===== config.mk =====
export PLATFORM = sky130hd
export DESIGN_NAME = serial_port
export DESIGN_NICKNAME = d
export VERILOG_FILES = /design/src/serial_port_pkg.sv /design/src/serial_port.sv
export SDC_FILE = /design/constraint.sdc
export NUM_CORES = 1
export LEC_CHECK = 0
export BUFFER_PORTS_ARGS = -buffer_cell sky130_fd_sc_hd__buf_2
export CORE_MARGIN = 2
export CORE_UTILIZATION = 59
export CTS_CLUSTER_SIZE = 24
export DETAILED_ROUTE_END_ITERATION = 10
export PLACE_DENSITY = 0.9
export SETUP_SLACK_MARGIN = 0.15
export SLEW_MARGIN = 20
export SYNTH_ARGS = -nofsm -noshare
export SYNTH_HDL_FRONTEND = slang
export SYNTH_SLANG_ARGS = --single-unit

===== constraint.sdc =====
create_clock -name CLOCK_I -period 4.4 [get_ports CLOCK_I]
set_input_delay 0.44 -clock CLOCK_I [delete_from_list [all_inputs] [get_ports CLOCK_I]]
set_output_delay 0.44 -clock CLOCK_I [all_outputs]
set_load 0.01 [all_outputs]

===== src/serial_port_pkg.sv =====
// Constants, register map and field layouts of the asynchronous serial port
package serial_port_pkg;

    // ------------------------------------------------------------
    // Register map, byte addresses on the APB
    // ------------------------------------------------------------
    localparam int ADDR_W = 8;
    localparam logic [ADDR_W-1:0] TX_BUFFER_OFS = 8'h00;
    localparam logic [ADDR_W-1:0] RX_BUFFER_OFS = 8'h04;
    localparam logic [ADDR_W-1:0] CTRL_OFS = 8'h08;
    localparam logic [ADDR_W-1:0] BAUD_OFS = 8'h0c;
    localparam logic [ADDR_W-1:0] STATUS_OFS = 8'h10;
    localparam logic [ADDR_W-1:0] MASK_OFS = 8'h14;
    localparam logic [ADDR_W-1:0] STATE_OFS = 8'h18;

    // ------------------------------------------------------------
    // Field layouts
    // ------------------------------------------------------------
    localparam int DATA_W = 9;
    localparam int CTRL_W = 6;
    localparam int CTRL_START_BIT = 6;
    localparam int BAUD_FRAC_LSB = 16;
    localparam int EV_W = 4;
    localparam int EV_TX_DONE = 0;
    localparam int EV_RX_DONE = 1;
    localparam int EV_BREAK = 2;
    localparam int EV_SYNCH = 3;
    localparam logic [7:0] SYNCH_BYTE = 8'h55;

    typedef enum logic [1:0] {
        START_ON_WRITE,
        START_ON_BIT,
        START_ON_TRIG,
        START_RSVD
    } start_src_e;

    // Layout of the control register, high bits first down to rx_enable
    typedef struct packed {
        logic var_baud;
        logic tx_invert;
        logic nine_bit;
        start_src_e start_src;
        logic rx_enable;
    } ctrl_s;

    localparam logic [CTRL_W-1:0] CTRL_RESET = 6'h00;
    localparam logic [EV_W-1:0] EV_RESET = 4'h0;

    // ------------------------------------------------------------
    // Bit timing: 16 ticks per bit, divider in 1/256 steps
    // ------------------------------------------------------------
    localparam int OVERSAMPLE = 16;
    localparam logic [3:0] TICK_LAST = 4'hf;
    localparam logic [3:0] TICK_MID = 4'h7;
    localparam longint CLK_HZ = 100000000;
    localparam longint FIXED_BAUD = 115200;
    localparam longint FIXED_DIV_X256 = (CLK_HZ * 256) / (OVERSAMPLE * FIXED_BAUD);
    localparam logic [15:0] FIXED_DIV_INT = 16'(FIXED_DIV_X256 >> 8);
    localparam logic [7:0] FIXED_DIV_FRAC = 8'(FIXED_DIV_X256);
    localparam logic [23:0] BAUD_RESET = {FIXED_DIV_FRAC, FIXED_DIV_INT};
    localparam logic [3:0] BITS_8 = 4'ha;
    localparam logic [3:0] BITS_9 = 4'hb;
    localparam logic [3:0] DATA_BITS_8 = 4'h8;
    localparam logic [3:0] DATA_BITS_9 = 4'h9;

endpackage : serial_port_pkg


===== src/serial_port.sv =====
// Asynchronous serial port with LIN helpers behind an APB slave
//
// Contract
// - Transmitter and receiver run independently, full duplex.
// - One received byte is held while the next frame is received.
// - A new completed frame overwrites the unread received byte.
// - Writing the transmit buffer loads the transmit holding register.
// - Reading the receive buffer returns a separate receive register.
// - Frames carry 8 or 9 data bits, least significant first.
// - One-byte transmit holding buffer loads while a frame shifts out.
// - Fractional baud divider, fixed or programmable rate.
// - Transmit start by buffer write, start bit or external trigger.
// - Reception begins on a start bit only while receive enabled.
// - Frame completion sets done flags that can raise interrupts.
// - Done flags set and stay readable with interrupts masked.
// - Hardware detects break condition and synch byte.
// - Synch pattern edges go to a timer channel for rate matching.
//
// Implementation choices: the APB register port and the placing of the registers.
module serial_port
    import serial_port_pkg::*;
(
    input wire logic CLOCK_I,
    input wire logic RESETN_I,
    input wire logic PSEL_I,
    input wire logic PENABLE_I,
    input wire logic PWRITE_I,
    input wire logic [ADDR_W-1:0] PADDR_I,
    input wire logic [31:0] PWDATA_I,
    output logic [31:0] PRDATA_O,
    output logic PREADY_O,
    output logic PSLVERR_O,
    input wire logic RX_I,
    input wire logic TX_TRIG_I,
    output logic TX_O,
    output logic SYNC_EDGE_O,
    output logic IRQ_O
);

    typedef enum {TX_IDLE, TX_SHIFT} tx_state_e;
    typedef enum {RX_IDLE, RX_START, RX_DATA, RX_STOP} rx_state_e;

    function automatic logic known_ofs(input logic [ADDR_W-1:0] a);
        known_ofs = (a == TX_BUFFER_OFS) || (a == RX_BUFFER_OFS) || (a == CTRL_OFS) ||
                    (a == BAUD_OFS) || (a == STATUS_OFS) || (a == MASK_OFS) ||
                    (a == STATE_OFS);
    endfunction : known_ofs

    ctrl_s ctrl_r;
    logic [23:0] baud_r;
    logic [EV_W-1:0] status_r, mask_r, ev_set;
    logic [DATA_W-1:0] tx_hold_r, rx_buf_r, rx_word;
    logic tx_full_r, tx_armed_r, tx_go, tx_end;
    logic [10:0] tx_sr_r;
    logic [3:0] tx_tick_r, tx_bits_r, rx_tick_r, rx_bits_r;
    logic [DATA_W-1:0] rx_sr_r;
    logic rx_meta_r, rx_sync_r, rx_prev_r, rx_fall, rx_load, brk_seen_r;
    logic [15:0] baud_cnt_r, div_int, reload;
    logic [7:0] frac_acc_r, div_frac;
    logic [8:0] frac_sum;
    logic tick;
    logic [31:0] prdata_r;
    logic wr, setup, wr_tx, wr_ctrl, brk_ev, synch_ev;
    tx_state_e tx_state_r;
    rx_state_e rx_state_r;

    // ------------------------------------------------------------
    // APB slave
    // ------------------------------------------------------------
    assign setup = PSEL_I && !PENABLE_I;
    assign wr = PSEL_I && PENABLE_I && PWRITE_I && known_ofs(PADDR_I);
    assign wr_tx = wr && (PADDR_I == TX_BUFFER_OFS);
    assign wr_ctrl = wr && (PADDR_I == CTRL_OFS);
    assign PREADY_O = 1'b1;
    assign PSLVERR_O = PSEL_I && PENABLE_I && !known_ofs(PADDR_I);
    assign PRDATA_O = prdata_r;

    // Read data captured in setup so it comes from a flip-flop
    always_ff @(posedge CLOCK_I or negedge RESETN_I) begin
        if (!RESETN_I) begin
            prdata_r <= 32'h0;
        end else if (setup && !PWRITE_I) begin
            case (PADDR_I)
                TX_BUFFER_OFS: prdata_r <= {23'h0, tx_hold_r};
                RX_BUFFER_OFS: prdata_r <= {23'h0, rx_buf_r};
                CTRL_OFS: prdata_r <= {26'h0, ctrl_r};
                BAUD_OFS: prdata_r <= {8'h0, baud_r};
                STATUS_OFS: prdata_r <= {28'h0, status_r};
                MASK_OFS: prdata_r <= {28'h0, mask_r};
                STATE_OFS: prdata_r <= {28'h0, brk_seen_r, tx_full_r,
                                        rx_state_r != RX_IDLE, tx_state_r != TX_IDLE};
                default: prdata_r <= 32'h0;
            endcase
        end
    end

    always_ff @(posedge CLOCK_I or negedge RESETN_I) begin
        if (!RESETN_I) begin
            ctrl_r <= ctrl_s'(CTRL_RESET);
            baud_r <= BAUD_RESET;
            mask_r <= EV_RESET;
        end else if (wr) begin
            if (PADDR_I == CTRL_OFS) ctrl_r <= ctrl_s'(PWDATA_I[CTRL_W-1:0]);
            if (PADDR_I == BAUD_OFS) baud_r <= PWDATA_I[23:0];
            if (PADDR_I == MASK_OFS) mask_r <= PWDATA_I[EV_W-1:0];
        end
    end

    // ------------------------------------------------------------
    // Events and interrupt
    // ------------------------------------------------------------
    assign ev_set = {synch_ev, brk_ev, rx_load, tx_end};

    // Flags set regardless of mask; set beats write-one clear
    always_ff @(posedge CLOCK_I or negedge RESETN_I) begin
        if (!RESETN_I) begin
            status_r <= EV_RESET;
        end else if (wr && (PADDR_I == STATUS_OFS)) begin
            status_r <= (status_r & ~PWDATA_I[EV_W-1:0]) | ev_set;
        end else begin
            status_r <= status_r | ev_set;
        end
    end

    // Unmasked done flags request an interrupt
    assign IRQ_O = |(status_r & mask_r);

    // ------------------------------------------------------------
    // Baud generator
    // ------------------------------------------------------------
    // Fixed rate or programmable integer plus 1/256 fraction
    assign div_int = ctrl_r.var_baud ? baud_r[15:0] : FIXED_DIV_INT;
    assign div_frac = ctrl_r.var_baud ? baud_r[BAUD_FRAC_LSB +: 8] : FIXED_DIV_FRAC;
    assign frac_sum = {1'b0, frac_acc_r} + {1'b0, div_frac};
    // Divider of zero behaves as one so the tick never stalls
    assign reload = ((div_int == 16'h0) ? 16'h1 : div_int) + {15'h0, frac_sum[8]} - 16'h1;
    assign tick = (baud_cnt_r == 16'h0);

    always_ff @(posedge CLOCK_I or negedge RESETN_I) begin
        if (!RESETN_I) begin
            baud_cnt_r <= 16'h0;
            frac_acc_r <= 8'h0;
        end else if (tick) begin
            baud_cnt_r <= reload;
            frac_acc_r <= frac_sum[7:0];
        end else begin
            baud_cnt_r <= baud_cnt_r - 16'h1;
        end
    end

    // ------------------------------------------------------------
    // Transmitter
    // ------------------------------------------------------------
    // Start source chosen in control
    assign tx_go = (tx_state_r == TX_IDLE) && tx_full_r &&
                   ((ctrl_r.start_src == START_ON_WRITE) || tx_armed_r);
    assign tx_end = (tx_state_r == TX_SHIFT) && tick && (tx_tick_r == TICK_LAST) &&
                    (tx_bits_r == 4'h1);

    // Holding register is free again once the shifter takes it
    always_ff @(posedge CLOCK_I or negedge RESETN_I) begin
        if (!RESETN_I) begin
            tx_hold_r <= 9'h0;
            tx_full_r <= 1'b0;
        end else if (wr_tx) begin
            tx_hold_r <= PWDATA_I[DATA_W-1:0];
            tx_full_r <= 1'b1;
        end else if (tx_go) begin
            tx_full_r <= 1'b0;
        end
    end

    always_ff @(posedge CLOCK_I or negedge RESETN_I) begin
        if (!RESETN_I) begin
            tx_armed_r <= 1'b0;
        end else if ((wr_ctrl && PWDATA_I[CTRL_START_BIT] &&
                      (ctrl_r.start_src == START_ON_BIT)) ||
                     (TX_TRIG_I && (ctrl_r.start_src == START_ON_TRIG))) begin
            tx_armed_r <= 1'b1;
        end else if (tx_go) begin
            tx_armed_r <= 1'b0;
        end
    end

    // Own shifter and state, no sharing with the receiver
    always_ff @(posedge CLOCK_I or negedge RESETN_I) begin
        if (!RESETN_I) begin
            tx_state_r <= TX_IDLE;
            tx_sr_r <= 11'h7ff;
            tx_tick_r <= 4'h0;
            tx_bits_r <= 4'h0;
        end else begin
            case (tx_state_r)
                TX_IDLE: begin
                    if (tx_go) begin
                        // Start low, stop high, LSB next to start
                        tx_sr_r <= {1'b1, ctrl_r.nine_bit ? tx_hold_r[8] : 1'b1,
                                    tx_hold_r[7:0], 1'b0};
                        tx_bits_r <= ctrl_r.nine_bit ? BITS_9 : BITS_8;
                        tx_tick_r <= 4'h0;
                        tx_state_r <= TX_SHIFT;
                    end
                end
                TX_SHIFT: begin
                    if (tick) begin
                        tx_tick_r <= tx_tick_r + 4'h1;
                        if (tx_tick_r == TICK_LAST) begin
                            tx_sr_r <= {1'b1, tx_sr_r[10:1]};
                            tx_bits_r <= tx_bits_r - 4'h1;
                            if (tx_bits_r == 4'h1) tx_state_r <= TX_IDLE;
                        end
                    end
                end
                default: tx_state_r <= TX_IDLE;
            endcase
        end
    end

    always_ff @(posedge CLOCK_I or negedge RESETN_I) begin
        if (!RESETN_I) begin
            TX_O <= 1'b1;
        end else begin
            // Output inverter flips idle and data levels
            TX_O <= ((tx_state_r == TX_SHIFT) ? tx_sr_r[0] : 1'b1) ^ ctrl_r.tx_invert;
        end
    end

    // ------------------------------------------------------------
    // Receiver
    // ------------------------------------------------------------
    always_ff @(posedge CLOCK_I or negedge RESETN_I) begin
        if (!RESETN_I) begin
            rx_meta_r <= 1'b1;
            rx_sync_r <= 1'b1;
            rx_prev_r <= 1'b1;
        end else begin
            rx_meta_r <= RX_I;
            rx_sync_r <= rx_meta_r;
            rx_prev_r <= rx_sync_r;
        end
    end

    assign rx_fall = rx_prev_r && !rx_sync_r;
    assign rx_word = ctrl_r.nine_bit ? rx_sr_r : {1'b0, rx_sr_r[8:1]};
    // Break shows as all-zero data with a low stop bit
    assign brk_ev = (rx_state_r == RX_STOP) && tick && (rx_tick_r == TICK_LAST) &&
                    !rx_sync_r && (rx_word == 9'h0);
    assign rx_load = (rx_state_r == RX_STOP) && tick && (rx_tick_r == TICK_LAST) &&
                     rx_sync_r;
    assign synch_ev = rx_load && brk_seen_r && (rx_word[7:0] == SYNCH_BYTE);

    always_ff @(posedge CLOCK_I or negedge RESETN_I) begin
        if (!RESETN_I) begin
            rx_state_r <= RX_IDLE;
            rx_tick_r <= 4'h0;
            rx_bits_r <= 4'h0;
            rx_sr_r <= 9'h0;
        end else begin
            case (rx_state_r)
                RX_IDLE: begin
                    // Start bit accepted only while enabled
                    if (rx_fall && ctrl_r.rx_enable) begin
                        rx_state_r <= RX_START;
                        rx_tick_r <= 4'h0;
                    end
                end
                RX_START: begin
                    if (tick) begin
                        rx_tick_r <= rx_tick_r + 4'h1;
                        // Glitch shorter than half a bit is dropped
                        if (rx_tick_r == TICK_MID) begin
                            rx_state_r <= rx_sync_r ? RX_IDLE : RX_DATA;
                            rx_tick_r <= 4'h0;
                            rx_bits_r <= ctrl_r.nine_bit ? DATA_BITS_9 : DATA_BITS_8;
                        end
                    end
                end
                RX_DATA: begin
                    if (tick) begin
                        rx_tick_r <= rx_tick_r + 4'h1;
                        if (rx_tick_r == TICK_LAST) begin
                            // LSB first, shifted in from the top
                            rx_sr_r <= {rx_sync_r, rx_sr_r[8:1]};
                            rx_bits_r <= rx_bits_r - 4'h1;
                            if (rx_bits_r == 4'h1) rx_state_r <= RX_STOP;
                        end
                    end
                end
                RX_STOP: begin
                    if (tick) begin
                        rx_tick_r <= rx_tick_r + 4'h1;
                        if (rx_tick_r == TICK_LAST) rx_state_r <= RX_IDLE;
                    end
                end
                default: rx_state_r <= RX_IDLE;
            endcase
        end
    end

    // Buffer independent of shifter; unread byte overwritten
    always_ff @(posedge CLOCK_I or negedge RESETN_I) begin
        if (!RESETN_I) begin
            rx_buf_r <= 9'h0;
        end else if (rx_load) begin
            rx_buf_r <= rx_word;
        end
    end

    // Break arms synch search, next good frame ends it
    always_ff @(posedge CLOCK_I or negedge RESETN_I) begin
        if (!RESETN_I) begin
            brk_seen_r <= 1'b0;
        end else if (brk_ev) begin
            brk_seen_r <= 1'b1;
        end else if (rx_load) begin
            brk_seen_r <= 1'b0;
        end
    end

    // Falling edges of the synch pattern for timer capture
    always_ff @(posedge CLOCK_I or negedge RESETN_I) begin
        if (!RESETN_I) begin
            SYNC_EDGE_O <= 1'b0;
        end else begin
            SYNC_EDGE_O <= rx_fall && brk_seen_r;
        end
    end
endmodule : serial_port


==> results of run 1 <==
flip-flops by register name (all words and copies together) (netlist names), 2 cells and up:
signal / flops
PRDATA_O: 24
baud_r: 24
baud_cnt_r: 16
tx_sr_r: 10
rx_buf_r: 9
rx_sr_r: 9
tx_hold_r: 9
frac_acc_r: 8
ctrl_r: 6
mask_r: 4
rx_bits_r: 4
rx_tick_r: 4
status_r: 4
tx_bits_r: 4
tx_tick_r: 4
rx_state_r: 2
logic make-up after synthesis:
group / share of synthesized area
adder cells (fa/ha/maj): 0.0303
other: 0.000979
multiplexers: 0.130
buffers and inverters: 0.0316
AO/OA/AOI/OAI: 0.120
flip-flops: 0.492
XOR/XNOR: 0.0308
AND/OR/NAND/NOR: 0.165
final cells by class:
type	count	area [um2]
Sequential cell	150	3780
Tap cell	172	215
Clock inverter	13	150
Fill cell	855	3920
Multi-Input combinational cell	531	3700
Clock buffer	19	443
Inverter	16	60.1
Timing Repair Buffer	75	404
power groups by stage:
stage / clock network (uW) / registers (uW) / logic, uW
floorplan: 0 / 1680 / 408
global placement: 0 / 1730 / 507
detailed placement: 0 / 1740 / 533
CTS: 1470 / 1720 / 549
global route: 1520 / 1750 / 614
finish: 1460 / 1730 / 552
Yosys cell counts (17+ instances only):
| cell | count |
|---|---|
| mux2_2 | 51 |
| nor2_1 | 46 |
| nand2_1 | 81 |
| nand3_1 | 24 |
| nor3_1 | 22 |
| ha_1 | 17 |
| mux2i_1 | 24 |
| a21oi_1 | 30 |
| a22o_1 | 23 |
| dfstp_2 | 19 |
| clkbuf_1 | 23 |
| dfrtp_1 | 131 |
| o21ai_0 | 41 |
placed cells by master (no fill, tap or decap), types with 10 or more instances in the layout:
cell type  synthesis  routed
a21oi_1           30      30
a22o_1            23      23
and2_1            10      10
buf_2              2      65
clkbuf_16          0      17
dfrtp_1          131     131
dfstp_2           19      19
ha_1              17      17
inv_1             16      16
mux2_2            51      51
mux2i_1           24      24
nand2_1           81      81
nand3_1           24      24
nor2_1            46      44
nor3_1            22      22
nor4_1            11      10
o21ai_0           41      41
xnor2_1           16      16
xor2_1            11      11
metal layers:
metal | vias to the layer above | wire, um | GRT usage | share of wire
met1 | 2970 | 7880 | 0.362 | 0.41
met2 | 230 | 9580 | 0.476 | 0.50
met5 | - | 0 | 0 | 0
met3 | 45 | 1190 | 0.0649 | 0.062
li1 | 2746 | - | - | -
met4 | 0 | 523 | 0.109 | 0.027
what timing repair did:
action	4_1_cts	5_1_grt
resized for setup	0	1
endpoints found under the setup margin	0	2
hold buffers	0	0
worst paths after layout:
path	endpoint	slack (ns)	cells after the start
worst max-delay path	baud_cnt_r[12]$_DFF_PN0_	0.57	15
worst min-delay path	frac_acc_r[0]$_DFFE_PN0P_	0.09	1
worst max register to register	baud_cnt_r[12]$_DFF_PN0_	0.57	15
worst min register to register	rx_sync_r$_DFF_PN1_	0.36	0
max in group asynchronous	baud_r[1]$_DFFE_PN1P_	3.31	2
min in group CLOCK_I	rx_meta_r$_DFF_PN1_	0.11	1
critical path: cells and delay by family, from the launching register on:
kind                       cells  cell delay, ns
adders and majority gates      4            1.08
AOI/OAI and AO/OA              6            1.08
and+or+nand+nor                4            0.89
DFF                            1            0.44
buffers and inverters          1            0.23
stage by stage:
stage | setup slack (ns) | hold slack [ns] | instance area, um2
global placement | 0.732 | 0.346 | 8150
CTS | 0.330 | 0.107 | 8740
floorplan | 0.561 | 0.144 | 7700
finish | 0.566 | 0.0920 | 8750
global route | 0.287 | 0.107 | 8750
detailed placement | 0.634 | 0.347 | 8150
==> flow_summary.toml, run 1 <==
[placed_design]
dp_cells = 944
hpwl_um = 12700
place.gp.congestion = 0.866
portBuffers = 66

[routing]
initialDrtViolationCount = 658
ant_nets = 0
drc_errors = 0
via_count = 5991
vias_per_cell = 6.14
wire_per_inst_um = 19.6
routed_wl_um = 19200
drtPass1Iterations = 6

[finish]
nets = 856
drive_gt1_frac = 0.250
syn_to_final_growth_pct = 14.0
utilization = 0.690
n_antenna_cell = 0
fin_cells = 976

[global_routing]
track_usage = 0.285
grt_max_degree = 97
antenna_found_initial = 0
grt_pass1_vias = 5975
gr-total-overflow = 0
grt_pass1_wl_um = 31200

[cts]
clk_pin_slew_ns = 0.06
clk_latency_ns = 0.43
cts_buffers = 17
cts_htree_levels = 4
numClockSinks = 150
cts-root-buf = "clkbuf_16"
cts_setup_buffers = 0
clockBufferDepth = 2
tritoncts = "yes"

[timing]
worstMarginPinSlew_ns = 1.10
setup_violations = 0
rsz0062_at_grt = "false"
finalHoldViolations = 0
tns_ns = 0
slew_violations = 0
finalCritPeriodShare = 0.871
max_freq_ghz = 0.261
max_slew_margin = 0.261
fin_crit_ns = 3.83
fin_worst_skew_ns = 0.00764

[critical_path]
crit_fanout = 6
startpoint = "ctrl_r[5]$_DFFE_PN0N_"
end_kind = "flop"
cp-start-kind = "flop"
cp.arrival_ns = 4.15
path_class = "flop to flop"
slowest_delay_ns = 0.44
reg2reg_from = "ctrl_r[5]$_DFFE_PN0N_"
cp.required_ns = 4.71
crit_top_cell = "ha_1"
slowest_stage = "dfrtp_1"
crit_chain = "and2_1 -> ha_1 -> fa_1 -> a21o_1 -> o21ba_2 -> o22ai_1 -> o21a_1 -> ha_1 -> ha_1 -> nor4bb_1 -> buf_4 -> o2111ai_1 -> nor3_1 -> nor3_1 -> a21o_1"

[hold_path]
hp-class = "input pin to asynchronous set/reset pin"

[die]
die_y_um = 118
core_um2 = 12700
die_area_um2 = 13900
initial_core_util = 0.606
num_rows = 41
io_pins = 84
die_w_um = 118

[power_and_ir_drop]
p_switching_uw = 1090
clkPwrFrac = 0.390
p_leak_uw = 0.00411
combPwrFrac = 0.148
p_sw_frac = 0.291
ir_drop_mv = 0.379
p_seq_frac = 0.462
total_power_uw = 3740
power.internal_uw = 2650
powerDensity_nw_per_um2 = 428

[yosys]
synth_area_leader_cell = "dfrtp_1"
synthCells = 727
synth_top_area_frac = 0.427
syn_area_per_cell_um2 = 10.6
syn_area_um2 = 7670
synth-seq-area-share = 0.492
yosys.cell_types.count = 63
synth-edff-count = 0
synth_top_flop_cell = "dfrtp_1"
synth_warnings = 0
async_flop_share = 1.00
netlist_top_cells_area = "dfrtp_1 43%, mux2_2 7.5%, dfstp_2 6.5%"
ys_seq_elements = 150

[run_status]
status = "finished, final reports clean"

[run]
maxCapViolCount = 0
(Power assumes the default switching activity.)
==> run 2, diff against run 1 <==
==> constraint.sdc (replaced) <==
create_clock -name CLOCK_I -period 4.4 [get_ports CLOCK_I]
set_input_delay 0.88 -clock CLOCK_I [delete_from_list [all_inputs] [get_ports CLOCK_I]]
set_output_delay 0.88 -clock CLOCK_I [all_outputs]
set_load 0.01 [all_outputs]
==> run 2 against run 1 <==
Via count grew 3.2%. Combinational power shrank 1%. Register-to-register slack gained 0.20 ns. Critical path depth shrank 1. Die area is the same. Clock-buffer cell count grew 2. Critical path type unchanged. Sequential power is essentially flat. Critical endpoint is now baud_cnt_r[14]$_DFF_PN0_. Highest routed layer unchanged. Power grew 1.4%.
==> flow_summary.toml, run 2 (synthesis gave the netlist of run 1 again) <==
[power_and_ir_drop]
p_switching_uw = 1060
p_leak_uw = 0.00414
powerDensity_nw_per_um2 = 432
combPwrFrac = 0.143
p_sw_frac = 0.279
ir_drop_mv = 0.415
p_seq_frac = 0.456
total_power_uw = 3800
clkPwrFrac = 0.401
power.internal_uw = 2740

[cts]
clk_pin_slew_ns = 0.06
clockBufferDepth = 2
clk_latency_ns = 0.43
cts_setup_buffers = 0
cts.repair.resized = 0
cts_htree_levels = 4
numClockSinks = 150
cts-root-buf = "clkbuf_16"
tritoncts = "yes"
cts_buffers = 17
cts_hold_buffers = 0

[placed_design]
hpwl_um = 12800
place.gp.congestion = 0.911
dp_cells = 946
pre_cts_ws_ns = 0.785
placed_area_um2 = 8170
portBuffers = 66

[critical_path]
slowest_delay_ns = 0.42
slowest_stage = "dfrtp_1"
crit_chain = "and2_1 -> ha_1 -> fa_1 -> a21o_1 -> o21ba_2 -> o22ai_1 -> o21a_1 -> ha_1 -> ha_1 -> nor4bb_1 -> buf_4 -> nor3b_1 -> xor2_1 -> o21ai_0"
crit_top_cell = "ha_1"
cp.arrival_ns = 3.93
end_kind = "flop"
crit_buf_inv = 1
cp-start-kind = "flop"
critical-path-top-delay-family = "adder cells"
path_class = "flop to flop"
cp.required_ns = 4.70
crit_fanout = 6

[global_routing]
track_usage = 0.289
gr-usage-met3 = 0.0586
gr-total-overflow = 0
grtUsageMet1 = 0.370
grt_pass1_wl_um = 31500
globalRouteMet2Util = 0.473
top_usage_layer = "met2"
grt_max_degree = 78
grt_pass1_vias = 5999
antenna_found_initial = 0

[timing]
max_slew_margin = 0.316
worstMarginPinSlew_ns = 1.02
fin_worst_skew_ns = 0.0102
setup_violations = 0
worst_slack_ns = 0.767
finalHoldViolations = 0
max_freq_ghz = 0.275
fin_crit_ns = 3.63
rsz0062_at_grt = "false"
slew_violations = 0
tns_ns = 0
finalCritPeriodShare = 0.826

[routing]
initialDrtViolationCount = 686
vias_per_cell = 6.32
routed_wl_um = 19400
drtPass1Iterations = 5
wire_per_inst_um = 19.9
ant_nets = 0
drc_errors = 0
via_count = 6183

[finish]
n_antenna_cell = 0
final_cell_mix = "131 x dfrtp_1, 81 x nand2_1, 65 x buf_2"
nets = 858
register_area_um2 = 3780
fillCellCount = 868
syn_to_final_growth_pct = 14.6
layout_commonest_cell = "dfrtp_1"
stdcell_area_um2 = 8790
multi_input_area_um2 = 3690
drive_gt1_frac = 0.249
fin_cells = 978

[die]
die_area_um2 = 13900
die_y_um = 118
initial_core_util = 0.606
core_um2 = 12700
die_w_um = 118
num_rows = 41
io_pins = 84

[run_status]
status = "finished, final reports clean"

[run]
maxCapViolCount = 0

[hold_path]
hp-class = "flop to flop"
-- run 2: final cells by class --
cell class,instances,share of cell area
inverters,16,0.00683
well taps,172,0.0245
clock buffers,21,0.0535
multi-input cells,531,0.420
clock inverters,11,0.0169
flip-flops and latches,150,0.430
repair buffers,77,0.0491
-- run 2: metal layers --
metal	share of wire	up-vias
met3	0.063	59
met4	0.037	0
met2	0.50	299
met1	0.40	3080
li1	-	2745
met5	0	-
-- run 2: power groups by stage --
stage	sequential [uW]	combinational (uW)	clock, uW
2_1_floorplan	1680	408	0
3_3_place_gp	1730	510	0
3_5_place_dp	1740	530	0
4_1_cts	1730	543	1520
5_1_grt	1750	610	1580
6_report	1730	544	1520
-- run 2: final timing paths --
kind / start / end / slack (ns) / cells after the start
max: ctrl_r[5]$_DFFE_PN0N_ / baud_cnt_r[14]$_DFF_PN0_ / 0.77 / 14
min: rx_meta_r$_DFF_PN1_ / rx_sync_r$_DFF_PN1_ / 0.36 / 0
max reg2reg: ctrl_r[5]$_DFFE_PN0N_ / baud_cnt_r[14]$_DFF_PN0_ / 0.77 / 14
min reg2reg: rx_meta_r$_DFF_PN1_ / rx_sync_r$_DFF_PN1_ / 0.36 / 0
max in group asynchronous: RESETN_I / baud_r[2]$_DFFE_PN1P_ / 3.02 / 2
min in group asynchronous: RESETN_I / frac_acc_r[1]$_DFFE_PN0P_ / 0.47 / 1
-- run 2: through the flow --
step                       util  hold WS (ns)
final                     0.694         0.358
after global routing      0.694         0.362
after CTS                 0.694         0.360
after detailed placement  0.645         0.352
after global placement    0.645         0.346
after floorplan               -         0.345
